<file path="src/design/cbc_regs.svh">
// Purpose: register offsets, field positions, reset values and timing
// Assumes: 16-bit registers, 100 MHz system clock
// Notes: included by the balance control core only
`ifndef CBC_REGS_SVH
`define CBC_REGS_SVH

// ----------------------------------------------------------------------
// register offsets
// ----------------------------------------------------------------------
`define CBC_OFS_EXP_BASE 8'h40
`define CBC_OFS_SW_EN 8'h5A
`define CBC_OFS_CTRL 8'h5B
`define CBC_OFS_EXP_COM 8'h5C
`define CBC_OFS_UV_THR 8'h5D
`define CBC_OFS_TIMER 8'h5E
`define CBC_OFS_UV_STAT 8'h5F
`define CBC_OFS_ALERT 8'h60
`define CBC_OFS_SW_DLY 8'h63
`define CBC_OFS_SCAN 8'h66

// ----------------------------------------------------------------------
// field positions and reset values
// ----------------------------------------------------------------------
`define CBC_SCAN_CONT_BIT 0
`define CBC_SCAN_AUTO_OFF_BIT 12
`define CBC_ALERT_BIT 0
`define CBC_RST_SW_DLY 16'h0000
`define CBC_RST_SCAN 16'h0000
`define CBC_RST_EXP 10'h000
`define CBC_RST_UV_THR 16'h0000

// ----------------------------------------------------------------------
// timing
// ----------------------------------------------------------------------
`define CBC_CLK_NS 10
`define CBC_SEC_NS 1000000000
`define CBC_SEC_CYC (`CBC_SEC_NS / `CBC_CLK_NS)
`define CBC_DLY_UNIT_NS 48000
`define CBC_DLY_UNIT_CYC (`CBC_DLY_UNIT_NS / `CBC_CLK_NS)
`define CBC_SEC_PER_MIN 6'h3B

`endif

</file>
<file path="src/design/cbc_pkg.sv">
// Purpose: shared types of the cell balance control block
// Assumes: nothing beyond the register header
// Notes: mode codes follow the enum order, disabled is zero
package cbc_pkg;
    typedef enum logic [2:0] {
        CBC_OFF,
        CBC_MAN_SEC,
        CBC_MAN_MIN,
        CBC_AUTO_SEC,
        CBC_AUTO_MIN
    } cbc_mode_e;

    typedef enum logic [0:0] {
        CBC_CV_IDLE,
        CBC_CV_SETTLE
    } cbc_cv_e;

    // register request from the serial link decoder
    typedef struct packed {
        logic wr;
        logic rd;
        logic [7:0] addr;
        logic [15:0] wdata;
    } cbc_req_s;

    // balance control register layout
    typedef struct packed {
        logic [3:0] duty;
        logic uv_chk;
        logic [2:0] mode;
    } cbc_ctrl_s;
endpackage

</file>
<file path="src/design/cbc_core.sv">
// Purpose: balance switch control for a 14-cell monitor
// Assumes: register requests arrive decoded from the daisy-chain link
// Notes:
`timescale 1ns/1ps
`include "cbc_regs.svh"

module cbc_core #(
    parameter int NCELL = 14,
    parameter int SEC_CYC = `CBC_SEC_CYC,
    parameter int UNIT_CYC = `CBC_DLY_UNIT_CYC
) (
    input wire logic clk_sys,
    input wire logic rst,
    input wire cbc_pkg::cbc_req_s reg_req,
    output logic [15:0] reg_rdata,
    output logic reg_rvalid,
    input wire logic conv_req,
    input wire logic meas_valid,
    input wire logic [3:0] meas_idx,
    input wire logic [15:0] meas_data,
    output logic [NCELL-1:0] balance_switch_on,
    output logic conv_start,
    output logic interface_fault_alert
);
    import cbc_pkg::*;

    localparam int SW = $clog2(SEC_CYC + 1);
    localparam int UW = $clog2(UNIT_CYC + 1);

    // ------------------------------------------------------------------
    // mode decoding
    // ------------------------------------------------------------------
    function automatic logic is_auto(input logic [2:0] m);
        is_auto = (m == CBC_AUTO_SEC) || (m == CBC_AUTO_MIN);
    endfunction

    function automatic logic is_man(input logic [2:0] m);
        is_man = (m == CBC_MAN_SEC) || (m == CBC_MAN_MIN);
    endfunction

    // ------------------------------------------------------------------
    // state
    // ------------------------------------------------------------------
    logic [15:0] dly_q, dly_d, scan_q, scan_d, uvthr_q, uvthr_d;
    logic [NCELL-1:0] en_q, en_d, uvf_q, uvf_d, sw_q, sw_d, want;
    cbc_ctrl_s ctrl_q, ctrl_d, nctrl;
    logic [9:0] expc_q, expc_d, timer_q, timer_d;
    logic [9:0] exp_q [NCELL];
    logic [9:0] exp_d [NCELL];
    logic [5:0] min_q, min_d;
    logic [SW-1:0] sec_q, sec_d;
    logic [UW-1:0] unit_q, unit_d;
    logic [4:0] duty_q, duty_d;
    logic [8:0] dcnt_q, dcnt_d;
    logic alert_q, alert_d, open_q, open_d, conv_q, conv_d;
    logic [15:0] rdata_q, rdata_d;
    logic rvalid_q, rvalid_d;
    cbc_cv_e cv_q, cv_d;
    logic sec_tick, unit_tick, tunit, expired, set_alert, clr_alert;
    logic auto_m, man_m, off_m;
    logic [7:0] cidx;

    assign auto_m = is_auto(ctrl_q.mode);
    assign man_m = is_man(ctrl_q.mode);
    assign off_m = ctrl_q.mode == CBC_OFF;
    assign sec_tick = sec_q == SW'(SEC_CYC - 1);
    assign unit_tick = unit_q == UW'(UNIT_CYC - 1);
    assign expired = timer_q >= expc_q;
    assign cidx = reg_req.addr - `CBC_OFS_EXP_BASE;
    assign nctrl = cbc_ctrl_s'(reg_req.wdata[7:0]);

    // ------------------------------------------------------------------
    // per-cell switch decision
    // ------------------------------------------------------------------
    for (genvar i = 0; i < NCELL; i++) begin : g_cell
        always_comb begin
            want[i] = 1'b0;
            if (auto_m) begin
                // adjacent cells sit in opposite phases
                want[i] = en_q[i] && !uvf_q[i] && !expired
                    && (timer_q < exp_q[i])
                    && (duty_q[4] == 1'(i % 2))
                    && (duty_q[3:0] <= ctrl_q.duty);
            end else if (man_m) begin
                want[i] = en_q[i] && !expired && !open_q;
            end
        end
    end

    // ------------------------------------------------------------------
    // next-state logic
    // ------------------------------------------------------------------
    always_comb begin
        dly_d = dly_q;
        scan_d = scan_q;
        uvthr_d = uvthr_q;
        en_d = en_q;
        ctrl_d = ctrl_q;
        expc_d = expc_q;
        exp_d = exp_q;
        timer_d = timer_q;
        min_d = min_q;
        uvf_d = uvf_q;
        set_alert = 1'b0;
        clr_alert = 1'b0;
        cv_d = cv_q;
        dcnt_d = dcnt_q;
        open_d = open_q;
        conv_d = 1'b0;
        rvalid_d = reg_req.rd;
        rdata_d = rdata_q;
        sec_d = sec_tick ? '0 : sec_q + 1'b1;
        unit_d = unit_tick ? '0 : unit_q + 1'b1;
        duty_d = unit_tick ? duty_q + 5'h01 : duty_q;
        // minute modes count whole minutes of seconds
        if (ctrl_q.mode == CBC_MAN_MIN || ctrl_q.mode == CBC_AUTO_MIN) begin
            tunit = sec_tick && (min_q == `CBC_SEC_PER_MIN);
            if (sec_tick) begin
                min_d = (min_q == `CBC_SEC_PER_MIN) ? 6'h00 : min_q + 6'h01;
            end
        end else begin
            tunit = sec_tick;
        end
        // count stops at the programmed expiry
        // manual count needs a closed switch
        if (!off_m && tunit && !expired && (auto_m || (man_m && |sw_q))) begin
            timer_d = timer_q + 10'h001;
        end
        if (auto_m && ctrl_q.uv_chk && meas_valid
                && meas_idx < 4'(NCELL) && meas_data < uvthr_q) begin
            uvf_d[meas_idx] = 1'b1;
        end
        // register writes
        if (reg_req.wr) begin
            case (reg_req.addr)
                `CBC_OFS_SW_DLY: dly_d = reg_req.wdata;
                `CBC_OFS_SCAN: scan_d = reg_req.wdata;
                `CBC_OFS_SW_EN: begin
                    if (auto_m) begin
                        set_alert = 1'b1;
                    end else begin
                        en_d = reg_req.wdata[NCELL-1:0];
                    end
                end
                `CBC_OFS_CTRL: begin
                    // duty or check change refused in auto
                    // leaving auto may rewrite the fields freely
                    if (auto_m && is_auto(nctrl.mode)
                            && (nctrl.duty != ctrl_q.duty
                            || nctrl.uv_chk != ctrl_q.uv_chk)) begin
                        set_alert = 1'b1;
                    end else begin
                        ctrl_d.duty = nctrl.duty;
                        ctrl_d.uv_chk = nctrl.uv_chk;
                    end
                    if (is_auto(nctrl.mode)
                            && scan_q[`CBC_SCAN_CONT_BIT]) begin
                        set_alert = 1'b1;
                    end else if (nctrl.mode > CBC_AUTO_MIN) begin
                        set_alert = 1'b1;
                    end else if (nctrl.mode != ctrl_q.mode) begin
                        ctrl_d.mode = nctrl.mode;
                        timer_d = 10'h000;
                        min_d = 6'h00;
                        uvf_d = '0;
                    end
                end
                `CBC_OFS_EXP_COM: begin
                    // expiry locked while a mode runs
                    if (!off_m) begin
                        set_alert = 1'b1;
                    end else begin
                        expc_d = reg_req.wdata[9:0];
                    end
                end
                `CBC_OFS_UV_THR: begin
                    if (!off_m) begin
                        set_alert = 1'b1;
                    end else begin
                        uvthr_d = reg_req.wdata;
                    end
                end
                `CBC_OFS_ALERT: clr_alert = reg_req.wdata[`CBC_ALERT_BIT];
                default: begin
                    if (cidx < 8'(NCELL)) begin
                        if (!off_m) begin
                            set_alert = 1'b1;
                        end else begin
                            exp_d[cidx[3:0]] = reg_req.wdata[9:0];
                        end
                    end
                end
            endcase
        end
        // a new fault wins over a clear in the same cycle
        alert_d = (alert_q && !clr_alert) || set_alert;
        // register reads
        if (reg_req.rd) begin
            case (reg_req.addr)
                `CBC_OFS_SW_DLY: rdata_d = dly_q;
                `CBC_OFS_SCAN: rdata_d = scan_q;
                `CBC_OFS_SW_EN: rdata_d = 16'(en_q);
                `CBC_OFS_CTRL: rdata_d = 16'(ctrl_q);
                `CBC_OFS_EXP_COM: rdata_d = 16'(expc_q);
                `CBC_OFS_UV_THR: rdata_d = uvthr_q;
                `CBC_OFS_TIMER: rdata_d = {5'h00, expired, timer_q};
                `CBC_OFS_UV_STAT: rdata_d = 16'(uvf_q);
                `CBC_OFS_ALERT: rdata_d = 16'(alert_q);
                default: begin
                    rdata_d = 16'h0000;
                    if (cidx < 8'(NCELL)) begin
                        rdata_d = 16'(exp_q[cidx[3:0]]);
                    end
                end
            endcase
        end
        // conversion sequencing
        case (cv_q)
            CBC_CV_IDLE: begin
                // switch-off on convert only in manual
                if (conv_req && man_m
                        && scan_q[`CBC_SCAN_AUTO_OFF_BIT]) begin
                    open_d = 1'b1;
                    dcnt_d = 9'(dly_q[15:8]) + 9'(dly_q[7:0]);
                    cv_d = CBC_CV_SETTLE;
                end else if (conv_req) begin
                    conv_d = 1'b1;
                end
            end
            CBC_CV_SETTLE: begin
                if (dcnt_q == 9'h000) begin
                    conv_d = 1'b1;
                    open_d = 1'b0;
                    cv_d = CBC_CV_IDLE;
                end else if (unit_tick) begin
                    dcnt_d = dcnt_q - 9'h001;
                end
            end
            default: cv_d = CBC_CV_IDLE;
        endcase
        sw_d = want;
    end

    // ------------------------------------------------------------------
    // registers
    // ------------------------------------------------------------------
    always_ff @(posedge clk_sys) begin
        if (rst) begin
            dly_q <= `CBC_RST_SW_DLY;
            scan_q <= `CBC_RST_SCAN;
            uvthr_q <= `CBC_RST_UV_THR;
            en_q <= '0;
            ctrl_q <= '0;
            expc_q <= `CBC_RST_EXP;
            for (int k = 0; k < NCELL; k++) begin
                exp_q[k] <= `CBC_RST_EXP;
            end
            timer_q <= 10'h000;
            min_q <= 6'h00;
            uvf_q <= '0;
            sec_q <= '0;
            unit_q <= '0;
            duty_q <= 5'h00;
            dcnt_q <= 9'h000;
            alert_q <= 1'b0;
            open_q <= 1'b0;
            conv_q <= 1'b0;
            sw_q <= '0;
            rdata_q <= 16'h0000;
            rvalid_q <= 1'b0;
            cv_q <= CBC_CV_IDLE;
        end else begin
            dly_q <= dly_d;
            scan_q <= scan_d;
            uvthr_q <= uvthr_d;
            en_q <= en_d;
            ctrl_q <= ctrl_d;
            expc_q <= expc_d;
            exp_q <= exp_d;
            timer_q <= timer_d;
            min_q <= min_d;
            uvf_q <= uvf_d;
            sec_q <= sec_d;
            unit_q <= unit_d;
            duty_q <= duty_d;
            dcnt_q <= dcnt_d;
            alert_q <= alert_d;
            open_q <= open_d;
            conv_q <= conv_d;
            sw_q <= sw_d;
            rdata_q <= rdata_d;
            rvalid_q <= rvalid_d;
            cv_q <= cv_d;
        end
    end

    assign balance_switch_on = sw_q;
    assign conv_start = conv_q;
    assign interface_fault_alert = alert_q;
    assign reg_rdata = rdata_q;
    assign reg_rvalid = rvalid_q;
endmodule

</file>
<file path="config.mk">
export PLATFORM = sky130hd
export DESIGN_NAME = cbc_core
export DESIGN_NICKNAME = d
export VERILOG_FILES = /design/src/design/cbc_pkg.sv /design/src/design/cbc_core.sv
export VERILOG_INCLUDE_DIRS = /design/src /design/src/design
export SDC_FILE = /design/constraint.sdc
export NUM_CORES = 1
export LEC_CHECK = 0
export BUFFER_PORTS_ARGS = -buffer_cell sky130_fd_sc_hd__buf_4
export CORE_ASPECT_RATIO = 1.25
export CORE_MARGIN = 8
export CORE_UTILIZATION = 26
export CTS_CLUSTER_DIAMETER = 50
export DETAILED_ROUTE_END_ITERATION = 10
export GPL_TIMING_DRIVEN = 0
export MAX_ROUTING_LAYER = met4
export PLACE_DENSITY = 0.49
export SYNTH_ARGS = -nofsm -noshare
export SYNTH_HDL_FRONTEND = slang
export SYNTH_SLANG_ARGS = --single-unit
</file>
<file path="constraint.sdc">
create_clock -name clk_sys -period 3.25 [get_ports clk_sys]
set_clock_uncertainty 0.15 [all_clocks]
set_input_delay 0.65 -clock clk_sys [delete_from_list [all_inputs] [get_ports clk_sys]]
set_output_delay 0.65 -clock clk_sys [all_outputs]
set_load 0.05 [all_outputs]
</file>
-- Word-level counts from Yosys, hierarchy flattened
Cells that the tools add are included.
- register bits: 339
- output and inout bits: 33
- $add $sub $neg: 8
- magnitude comparators: 24
- equality and inequality tests: 25
- mux-type cells: 83
- bitwise operators: 9
- reduce and logical (&&, ||, !) cells: 158
- operators with widths (operator ; count):
    case mux 16 bit (9 select lines) ; 1
    bitwise mux 140 bit ; 1
    < comparator 10 bit ; 14
    logical AND 1 bit ; 115
    two-way mux 10 bit ; 10
    two-way mux 14 bit ; 6
    == test 8 x 7 -> 1 bit (second input constant) ; 9
    two-way mux 6 bit ; 8
    two-way mux 1 bit ; 46
    binary-select mux 10 bit (select 4 bit) ; 1
    demux 10 bit (select 4 bit) ; 1
    adder 27 x 1 -> 27 bit (second input constant) ; 1
    == test 27 bit (second input constant) ; 1
    two-way mux 9 bit ; 3
    logical NOT 1 bit ; 18
    case mux 9 bit (2 select lines) ; 1
    < comparator 16 bit ; 1
    AND reduction 3 bit ; 5
    OR 14 bit ; 1
    OR reduction 14 bit ; 1
    adder 13 x 1 -> 13 bit (second input constant) ; 1
    == test 13 bit (second input constant) ; 1
    adder 10 x 1 -> 10 bit (second input constant) ; 1
    >= comparator 10 bit ; 1
    other kinds (36) ; 59

-- Logic depth before layout (Yosys ltp)
Gate-level depths: netlist of the first run.
- depth in word-level cells: 12
- mapped depth: 11
- depth with buffers taken out: 10

-- Worst setup path after synthesis of the first run
Ideal clock, no wire load.
- kind: register -> register
- start: register timer_q[3]
- end: register timer_q[6]
- setup time: 0.120 ns
- arrival: 2.591 ns
- path slack: 0.389 ns
- cell stages (with the launch flop): 10
- clock period less this slack: 2.861 ns
- path through: dfxtp_1 ha_1 a211o_1 o211ai_1 o211ai_1 a31o_2 a2111oi_2 buf_2 nand4_1 mux2i_1
- cells in the longest elaborated chain, start to end: 10
- elaborated cells on any way between the ends: 11
- classes of those cells: add/sub: 1; order compare: 1; mux: 6; reduce/logical: 3
- ends and longest elaborated chain (what ; RTL line ; RTL):
    from (decl) ; cbc_core.sv:47 ; logic [9:0] expc_q, expc_d, timer_q, timer_d;
    from (signal assigned) ; cbc_core.sv:280 ; timer_q <= timer_d;
    >= comparator 10 bit ; cbc_core.sv:68 ; assign expired = timer_q >= expc_q;
    logical NOT 1 bit ; cbc_core.sv:126 ; if (!off_m && tunit && !expired && (auto_m || (man_m && |sw_q))) begin
    logical AND 1 bit (2 in series) ; cbc_core.sv:126 ;
    two-way mux 10 bit (*) ; cbc_core.sv:126 ;
    two-way mux 10 bit ; cbc_core.sv:161 ; end else if (nctrl.mode != ctrl_q.mode) begin
    two-way mux 10 bit ; cbc_core.sv:159 ; end else if (nctrl.mode > CBC_AUTO_MIN) begin
    two-way mux 10 bit ; cbc_core.sv:156 ; if (is_auto(nctrl.mode)
    two-way mux 10 bit ; cbc_core.sv:135 ; case (reg_req.addr)
    two-way mux 10 bit (*) ; cbc_core.sv:134 ; if (reg_req.wr) begin
Every way passes the cells marked *; elsewhere a longest branch is shown, timed or not.
A chain may end at the register's enable or synchronous reset.

-- Worst setup path after layout of the first run
- start: register timer_q[2]
- end: register sw_q[13] (netlist: balance_switch_on[13])
- cells in the longest elaborated chain, start to end: 7
- elaborated cells on any way between the ends: 11
- classes of those cells: order compare: 2; mux: 2; reduce/logical: 7
- ends and longest elaborated chain (what ; RTL line ; RTL):
    >= comparator 10 bit ; cbc_core.sv:68 ;
    logical NOT 1 bit ; cbc_core.sv:80, cbc_core.sv:85 ;
    logical AND 1 bit ; cbc_core.sv:80 ; want[i] = en_q[i] && !uvf_q[i] && !expired
    logical AND 1 bit ; cbc_core.sv:81 ; && (timer_q < exp_q[i])
    logical AND 1 bit ; cbc_core.sv:82 ; && (duty_q[4] == 1'(i % 2))
    logical AND 1 bit ; cbc_core.sv:83 ; && (duty_q[3:0] <= ctrl_q.duty);
    two-way mux 1 bit (*) ; cbc_core.sv:78 ; if (auto_m) begin
    to (signal assigned) ; cbc_core.sv:290 ; sw_q <= sw_d;
    to (decl) ; cbc_core.sv:45 ; logic [NCELL-1:0] en_q, en_d, uvf_q, uvf_d, sw_q, sw_d, want;
Marked as above.

==> summary.txt, run 1 <==
Run status
  – Run status: complete, no violations

Power and ir drop
  – Power density over the cells: 428.1 nW/µm²
  – Max IR drop VDD: 0.3072 mV
  – Lkg Pwr: 8.046 nW

Worst hold path
  – Depth of the worst hold-timing path: 3
  – Min-delay worst type: in -> reg

Final layout
  – Area of the multi-input gates: 11010 µm²
  – Layout fillers: 7792
  – Area delta synth->final: 17.05%
  – Fraction of layout cells with a size suffix above 1: under 10%
  – Final design instance area without fill: 22230 µm²
  – Sequential cell area: 6808 µm²
  – Number of standard cells in the final layout excluding fillers: 3418
  – Final layout net count: 2647

Clock tree
  – TritonCTS clock tree: yes
  – Htree depth: 2
  – Clk slew on worst S/H paths: 60 ps
  – Total CTS buffers: 42
  – Num Clock Sinks: 339
  – Count of hold-fix buffers inserted at cts: 0
  – Clock insertion delay at the later pin of the skew report: 570 ps
  – Number of buffers on the longest clock path: 3
  – Root buffer cell: sky130_fd_sc_hd__clkbuf_16

Placement
  – Detailed placer's ending HPWL: 59330 µm
  – Last weighted congestion value of the routability-driven placer: approximately 0.96
  – Placed instance count: 3342
  – Placed inst area: 20750 µm²
  – Pre-CTS setup slack: -1149 ps
  – Number of input and output port buffers inserted: 74

Yosys
  – Top-count cell post-synth: sky130_fd_sc_hd__nand2_1
  – Count of different cell masters after synthesis: 75
  – Share of the synthesized area in the top cell type: 35.73%
  – #FFs+latches synth: 339
  – Synth Flop Type: sky130_fd_sc_hd__dfxtp_1
  – EDFF count, synth: 0
  – Synthesized netlist cell count: 2308
  – Most numerous cell types in the synthesized netlist: 362 x sky130_fd_sc_hd__nand2_1, 339 x sky130_fd_sc_hd__dfxtp_1, 252 x sky130_fd_sc_hd__a21oi_1
  – Post-synthesis async set-or-reset flop share: 0%
  – Post-synth top area cell: sky130_fd_sc_hd__dfxtp_1
  – Synth Net Count: between 2k and 3k
  – Post-synthesis instance area: 18990 µm²
  – Sequential-to-total area share from yosys stat: 35.73%
  – Count of yosys warnings during synthesis: 0
  – Avg Synthesized Cell Area: 8.229 µm²
  – Leading cell types by total area after synthesis: sky130_fd_sc_hd__dfxtp_1 36%, sky130_fd_sc_hd__ha_1 11%, sky130_fd_sc_hd__nand2_1 7.2%

STA
  – Final worst path period share: 97.18%
  – Transition time at the pin with the least slew margin: 1194 ps
  – Final number of max-transition violations: 0
  – Fin Hold WS: 214.7 ps
  – Slew headroom: 20.43%
  – Unrepaired setup endpoints after global routing: no
  – Maximum frequency from static timing analysis: 316.6 MHz
  – Sum of negative setup slack: 0 ps
  – Post-layout min period: 3158 ps
  – Final Hold Vio Count: 0
  – Count of endpoints failing setup in the final report: 0
  – Slack of the critical path: 91.75 ps

Floorplanning
  – Number of top-level design ports: 83
  – Standard cell core area: 72770 µm²
  – Die footprint: 82000 µm²
  – Die height: 318.2 µm
  – Effective utilization at floorplan: 26.10%
  – Rows: 111
  – Die Width: 257.7 µm

GRT
  – Overall overflow remaining after global route: 0
  – Total global-route track usage: 18.73%
  – Largest net degree at the start of global routing: 22
  – Number of antenna violations at the first check in global routing: 2
  – Vias in the first global route: between 15k and 20k
  – Global-route wire length before repair: 113800 µm

Setup path
  – Required time reported for the critical path endpoint: 3570 ps
  – Stage delay of the slowest cell on the critical path: 920 ps
  – Worst r2r path cells: 8
  – Type of the setup path with the least slack: reg -> reg
  – Critical path fanouts, max: 21
  – Crit end category: flip-flop
  – Worst-path cell chain: ha_1 -> nand4_1 -> o211ai_1 -> a31o_2 -> a21o_1 -> nor2_4 -> clkbuf_4 -> o2111a_1
  – Worst Path Arrival: 3480 ps
  – Cell with the largest stage delay on the worst path: sky130_fd_sc_hd__dfxtp_2
  – Kind of launch point of the worst setup path: flip-flop

Detailed routing
  – Wirelength per Cell: approximately 23 µm
  – Drc violations: 0
  – 1st-pass router iterations: 6
  – Count of vias placed by the detailed router: around 18k
  – Remaining number of nets flagged by the antenna check after routing: 0
  – Starting DRT DRC Count: 1529
  – Per-cell via count in the routed design: between 5 and 6
  – Total length of routed wires: approximately 78000 µm

Job
  – Max Cap Violations: 0
[power breakdown]
part	switching [mW]	internal, mW	leakage (nW)
Combinational	0.409	0.144	4.62
Clock	1.96	2.82	0.683
Sequential	0.0146	4.17	2.74
[layout make-up]
type                    instances  share of cell area, %
clock inverters                17                 0.8161
diodes                          2                0.02251
inverters                     177                  2.989
repair buffers                 75                  2.567
multi-input cells            1658                  49.54
clock buffers                  56                  5.375
plain buffers                 134                  2.668
flip-flops and latches        339                  30.62
well taps                     960                  5.403
[routing by layer]
metal | share of wire [%] | track usage, % | vias up | wire (µm)
met3 | 5.7 | 2.782 | 230 | 4383
met5 | 0 | - | - | 0
met4 | 6.6 | 11.28 | 0 | 5124
met1 | 42 | 22.44 | 8638 | 32460
li1 | - | - | 8333 | -
met2 | 46 | 29.54 | 643 | 35570
[registers in the layout (all words and copies together), names as in the netlist, 16 cells and up]
register	count
uvthr_q	16
scan_q	16
exp_q	140
reg_rdata	16
dly_q	16
sec_q	27
[placed cells by master, fill, tap and decap left out, types with 9 or more instances in the layout]
cell type,netlist,routed
sky130_fd_sc_hd__nand2_1,362,362
sky130_fd_sc_hd__dfxtp_1,339,330
sky130_fd_sc_hd__a21oi_1,252,252
sky130_fd_sc_hd__inv_1,176,176
sky130_fd_sc_hd__ha_1,169,169
sky130_fd_sc_hd__nor2_1,164,159
sky130_fd_sc_hd__nand3_1,138,138
sky130_fd_sc_hd__clkbuf_1,98,99
sky130_fd_sc_hd__mux2i_1,75,75
sky130_fd_sc_hd__buf_4,1,75
sky130_fd_sc_hd__o21ai_0,57,57
sky130_fd_sc_hd__clkbuf_16,0,43
sky130_fd_sc_hd__xor2_1,33,33
sky130_fd_sc_hd__mux4_2,30,30
sky130_fd_sc_hd__a21o_1,29,29
sky130_fd_sc_hd__nand2b_1,28,28
sky130_fd_sc_hd__buf_2,26,25
sky130_fd_sc_hd__a221oi_1,23,23
sky130_fd_sc_hd__xnor2_1,22,22
sky130_fd_sc_hd__nor3_1,21,20
sky130_fd_sc_hd__nand4_1,18,18
sky130_fd_sc_hd__and3_1,16,16
sky130_fd_sc_hd__a222oi_1,16,16
sky130_fd_sc_hd__o211ai_1,15,15
sky130_fd_sc_hd__nor2b_1,14,14
sky130_fd_sc_hd__nor3b_1,10,10
sky130_fd_sc_hd__a211oi_1,11,10
sky130_fd_sc_hd__o31ai_1,10,10
sky130_fd_sc_hd__a22oi_1,10,10
sky130_fd_sc_hd__nor4_1,9,9
sky130_fd_sc_hd__o21a_1,9,9
sky130_fd_sc_hd__or3_1,9,9
[cells by family after synthesis]
group | after synthesis | share of synthesized area, %
simple gates | 834 | 20.24
compound gates | 493 | 16.19
flops | 339 | 35.73
buf+inv | 311 | 6.496
fa+ha+maj | 170 | 11.24
mux | 106 | 7.570
xor+xnor | 55 | 2.536
[metrics by stage]
step                utilization, %  total power [mW]
floorplan                        -             4.560
global placement             28.51             4.819
detailed placement           28.52             4.825
CTS                          30.50             9.588
global route                 30.55             9.774
finish                       30.55             9.517
[repair_timing]
action,CTS,global route
buffers inserted,1,0
resized for setup,19,13
setup endpoints to repair,30,56
[worst max-delay path, delay by kind of cell, from the launching register on]
family / cells / cell delay (ps)
compound gates: 4 / 1050
fa+ha+maj: 1 / 380
buf+inv: 1 / 250
flops: 1 / 920
simple gates: 2 / 270
[final timing paths]
kind                                      endpoint               startpoint  slack [ps]
setup / recovery  balance_switch_on[13]$_SDFF_PP0_    timer_q[2]$_SDFF_PP0_          90
hold / removal              dly_q[14]$_SDFFE_PP0P_              reg_req[14]         210
setup reg to reg  balance_switch_on[13]$_SDFF_PP0_    timer_q[2]$_SDFF_PP0_          90
hold reg to reg            uvthr_q[5]$_SDFFE_PP0P_  uvthr_q[5]$_SDFFE_PP0P_         300
No activity file was read; power rests on OpenSTA's default activity.
==> run 2, diff against run 1 <==
--- a/config.mk
+++ b/config.mk
@@ -6,9 +6,8 @@
 export SDC_FILE = /design/constraint.sdc
 export NUM_CORES = 1
 export LEC_CHECK = 0
+export ABC_AREA = 1
 export BUFFER_PORTS_ARGS = -buffer_cell sky130_fd_sc_hd__buf_4
-export CORE_ASPECT_RATIO = 1.25
-export CORE_MARGIN = 8
 export CORE_UTILIZATION = 26
 export CTS_CLUSTER_DIAMETER = 50
 export DETAILED_ROUTE_END_ITERATION = 10
==> run 2 against run 1 <==
The run now ends with DRC left. Critical endpoint is now balance_switch_on[7]$_SDFF_PP0_. Global-route usage grew 2.6 points. Via count grew 9.4%. Routed wire length is 1.9% higher. Sequential share of layout area shrank 1.1 points. Core utilization increased by 0.83 points. Hold slack gained 2.0 ps. Register-to-register slack better by 50 ps. Clock power increased by 27%.
==> summary.txt, run 2 <==
Run status
  – Run status: complete, but fails checks (was complete, no violations)
  – Violations in the final reports: DRC

GRT
  – Global-route met1 utilization: 29.41% (was 22.44%)
  – Global-route wire length before repair: 117300 µm (was 113800 µm)
  – Total global-route track usage: 21.35% (was 18.73%)
  – Number of antenna violations at the first check in global routing: 2 (unchanged)
  – GRT met2 Usage: 31.90% (was 29.54%)
  – Layer carrying the most global-route usage: met2 (unchanged)
  – Vias in the first global route: 18.07k (was 17.52k)
  – Largest net degree at the start of global routing: 21 (was 22)
  – Global routing met3 resource utilization: 2.863% (was 2.782%)
  – Overall overflow remaining after global route: 0 (unchanged)

STA
  – Sum of negative setup slack: 0 ps (unchanged)
  – Final number of max-transition violations: 0 (unchanged)
  – Slew headroom: 23.03% (was 20.43%)
  – Final Hold Vio Count: 0 (unchanged)
  – Slack of the critical path: 138.5 ps (was 91.75 ps)
  – Unrepaired setup endpoints after global routing: no (unchanged)
  – Transition time at the pin with the least slew margin: 1155 ps (was 1194 ps)
  – Final worst path period share: 95.74% (was 97.18%)
  – Count of endpoints failing setup in the final report: 0 (unchanged)
  – Maximum frequency from static timing analysis: 321.4 MHz (was 316.6 MHz)
  – Post-layout min period: 3111 ps (was 3158 ps)
  – Fin Hold WS: 216.7 ps (was 214.7 ps)

Yosys
  – Synth Net Count: 2995 (was 2528)
  – Post-synth top area cell: sky130_fd_sc_hd__dfxtp_1 (unchanged)
  – Count of different cell masters after synthesis: 43 (was 75)
  – Avg Synthesized Cell Area: 6.979 µm² (was 8.229 µm²)
  – Most numerous cell types in the synthesized netlist: 409 x sky130_fd_sc_hd__nand2_1, 377 x sky130_fd_sc_hd__inv_1, 365 x sky130_fd_sc_hd__a21oi_1 (was 362 x sky130_fd_sc_hd__nand2_1, 339 x sky130_fd_sc_hd__dfxtp_1, 252 x sky130_fd_sc_hd__a21oi_1)
  – #FFs+latches synth: 339 (unchanged)
  – Synth Flop Type: sky130_fd_sc_hd__dfxtp_1 (unchanged)
  – Post-synthesis instance area: 19370 µm² (was 18990 µm²)
  – Sequential-to-total area share from yosys stat: 35.04% (was 35.73%)
  – EDFF count, synth: 0 (unchanged)
  – Count of yosys warnings during synthesis: 0 (unchanged)
  – Leading cell types by total area after synthesis: sky130_fd_sc_hd__dfxtp_1 35%, sky130_fd_sc_hd__ha_1 11%, sky130_fd_sc_hd__a21oi_1 9.4% (was sky130_fd_sc_hd__dfxtp_1 36%, sky130_fd_sc_hd__ha_1 11%, sky130_fd_sc_hd__nand2_1 7.2%)
  – Top-count cell post-synth: sky130_fd_sc_hd__nand2_1 (unchanged)
  – Synthesized netlist cell count: 2775 (was 2308)
  – Share of the synthesized area in the top cell type: 35.04% (was 35.73%)
  – Post-synthesis async set-or-reset flop share: 0% (unchanged)

Detailed routing
  – Starting DRT DRC Count: 1658 (was 1529)
  – Remaining number of nets flagged by the antenna check after routing: 0 (unchanged)
  – 1st-pass router iterations: 9 (was 6)
  – Drc violations: 5 (was 0)
  – Wirelength per Cell: 20.21 µm (was 22.68 µm)
  – Total length of routed wires: 79010 µm (was 77530 µm)
  – Per-cell via count in the routed design: 4.994 (was 5.221)
  – Count of vias placed by the detailed router: 19.52k (was 17.84k)

Placement
  – Number of input and output port buffers inserted: 75 (was 74)
  – Detailed placer's ending HPWL: 58760 µm (was 59330 µm)
  – Placed instance count: 3810 (was 3342)
  – Last weighted congestion value of the routability-driven placer: 0.9592 (was 0.9627)
  – Placed inst area: 21140 µm² (was 20750 µm²)
  – Pre-CTS setup slack: -609.2 ps (was -1149 ps)

Final layout
  – Most used cells in the layout excluding fill and tap cells: 409 x sky130_fd_sc_hd__nand2_1, 377 x sky130_fd_sc_hd__inv_1, 365 x sky130_fd_sc_hd__a21oi_1, 331 x sky130_fd_sc_hd__dfxtp_1, 289 x sky130_fd_sc_hd__o21ai_0 (was 362 x sky130_fd_sc_hd__nand2_1, 330 x sky130_fd_sc_hd__dfxtp_1, 252 x sky130_fd_sc_hd__a21oi_1, 176 x sky130_fd_sc_hd__inv_1, 169 x sky130_fd_sc_hd__ha_1)
  – Fraction of layout cells with a size suffix above 1: 9.427% (was 9.650%)
  – Final design instance area without fill: 23010 µm² (was 22230 µm²)
  – Flip-flop count of the largest register after layout: 140 (unchanged)
  – Sequential cell area: 6797 µm² (was 6808 µm²)
  – Commonest non-fill, non-tap cell in the layout: sky130_fd_sc_hd__nand2_1 (unchanged)
  – Number of standard cells in the final layout excluding fillers: 3909 (was 3418)
  – Area delta synth->final: 18.80% (was 17.05%)
  – Largest registers ranked by flip-flop count: exp_q: 140 flops, sec_q: 27 flops (unchanged)
  – Largest Register: exp_q (unchanged)
  – Area of the multi-input gates: 10550 µm² (was 11010 µm²)
  – Final Util: 31.37% (was 30.55%)
  – Layout fillers: 8123 (was 7792)
  – Final layout net count: 3125 (was 2647)

Floorplanning
  – Effective utilization at floorplan: 26.41% (was 26.10%)
  – Number of top-level design ports: 83 (unchanged)
  – Die height: 274.9 µm (was 318.2 µm)
  – Rows: 99 (was 111)
  – Die Width: 274.9 µm (was 257.7 µm)
  – Die footprint: 75580 µm² (was 82000 µm²)
  – Standard cell core area: 73330 µm² (was 72770 µm²)

Setup path
  – Critical path fanouts, max: 10 (was 21)
  – Type of the setup path with the least slack: reg -> reg (unchanged)
  – Stage delay of the slowest cell on the critical path: 390 ps (was 920 ps)
  – Worst Path Arrival: 3450 ps (was 3480 ps)
  – Crit end category: flip-flop (unchanged)
  – Cell with the largest stage delay on the worst path: sky130_fd_sc_hd__clkbuf_4 (was sky130_fd_sc_hd__dfxtp_2)
  – CP dominant cell by count: sky130_fd_sc_hd__nand2_1
  – Required time reported for the critical path endpoint: 3580 ps (was 3570 ps)
  – Kind of cell with the highest combined delay on the critical path: buffers and inverters (was compound AO/OA/AOI/OAI gates)
  – Worst-path cell chain: clkbuf_2 -> clkbuf_4 -> inv_1 -> ha_1 -> nand2_1 -> nand3_1 -> nand3_1 -> nand2_1 -> nor2_2 -> buf_2 -> nand2_1 -> nor2_1 -> nand4_1 -> a21oi_1 (was ha_1 -> nand4_1 -> o211ai_1 -> a31o_2 -> a21o_1 -> nor2_4 -> clkbuf_4 -> o2111a_1)
  – Number of buffer and inverter instances along the worst setup path: 4 (was 1)
  – Kind of launch point of the worst setup path: flip-flop (unchanged)

Clock tree
  – TritonCTS clock tree: yes (unchanged)
  – Number of buffers on the longest clock path: 3 (unchanged)
  – Total CTS buffers: 52 (was 42)
  – Htree depth: 2 (unchanged)
  – Clk slew on worst S/H paths: 60 ps (about the same)
  – Setup fix buffers added after clock tree synthesis: 0 (was 1)
  – Clock insertion delay at the later pin of the skew report: 610 ps (was 570 ps)
  – Count of hold-fix buffers inserted at cts: 0 (unchanged)
  – Num Clock Sinks: 339 (unchanged)
  – Root buffer cell: sky130_fd_sc_hd__clkbuf_16 (unchanged)

Worst hold path
  – Min-delay worst type: in -> reg (unchanged)

Power and ir drop
  – Lkg Pwr: 9.043 nW (was 8.046 nW)
  – Power density over the cells: 469.2 nW/µm² (was 428.1 nW/µm²)
  – Total power: 10.79 mW (was 9.517 mW)
  – Max IR drop VDD: 0.4208 mV (was 0.3072 mV)

Job
  – Max Cap Violations: 0 (unchanged)
## run 2: cell families after synthesis
kind of cell    synth area share [%]
compound gates                 22.26
xor+xnor                       1.131
fa+ha+maj                      11.02
buf+inv                        10.46
flops                          35.04
simple gates                   20.08
## run 2: worst paths after layout
kind | start | end | slack, ps | depth (start not counted)
worst max-delay path | timer_q[0]$_SDFF_PP0_ | balance_switch_on[7]$_SDFF_PP0_ | 140 | 14
worst min-delay path | reg_req[15] | dly_q[15]$_SDFFE_PP0P_ | 220 | 3
worst max register to register | timer_q[0]$_SDFF_PP0_ | balance_switch_on[7]$_SDFF_PP0_ | 140 | 14
worst min register to register | sec_q[0]$_SDFF_PP0_ | sec_q[0]$_SDFF_PP0_ | 290 | 1
## run 2: area by class of cell
class | instances | share of cell area [%]
Antenna cell | 1 | 0.01088
Buffer | 131 | 2.469
Clock buffer | 62 | 6.042
Clock inverter | 36 | 1.974
Inverter | 390 | 6.363
Multi-Input combinational cell | 1915 | 45.87
Sequential cell | 339 | 29.54
Tap cell | 959 | 5.215
Timing Repair Buffer | 76 | 2.513
## run 2: where the power goes
part / switching (mW) / internal [mW] / total, mW / leakage, nW
Sequential: 0.0106 / 4.17 / 4.18 / 2.74
Combinational: 0.419 / 0.132 / 0.551 / 5.42
Clock: 2.38 / 3.68 / 6.06 / 0.889
Total: 2.81 / 7.99 / 10.8 / 9.04
## run 2: layer usage
metal	share of wire (%)	up-vias	wire, µm
met1	47	9113	37140
met3	6.5	145	5168
met4	3.3	0	2570
met2	43	675	34130
li1	-	9589	-
met5	0	-	0
## run 2: repair_timing
action	4_1_cts	5_1_grt
resized for setup	11	2
setup endpoints to repair	24	6
pin swaps	0	0
## run 2: worst min-delay path, cell delays in order
cell	delay (ps)
sky130_fd_sc_hd__buf_4	100
sky130_fd_sc_hd__o21ai_0	80
sky130_fd_sc_hd__a21oi_1	110
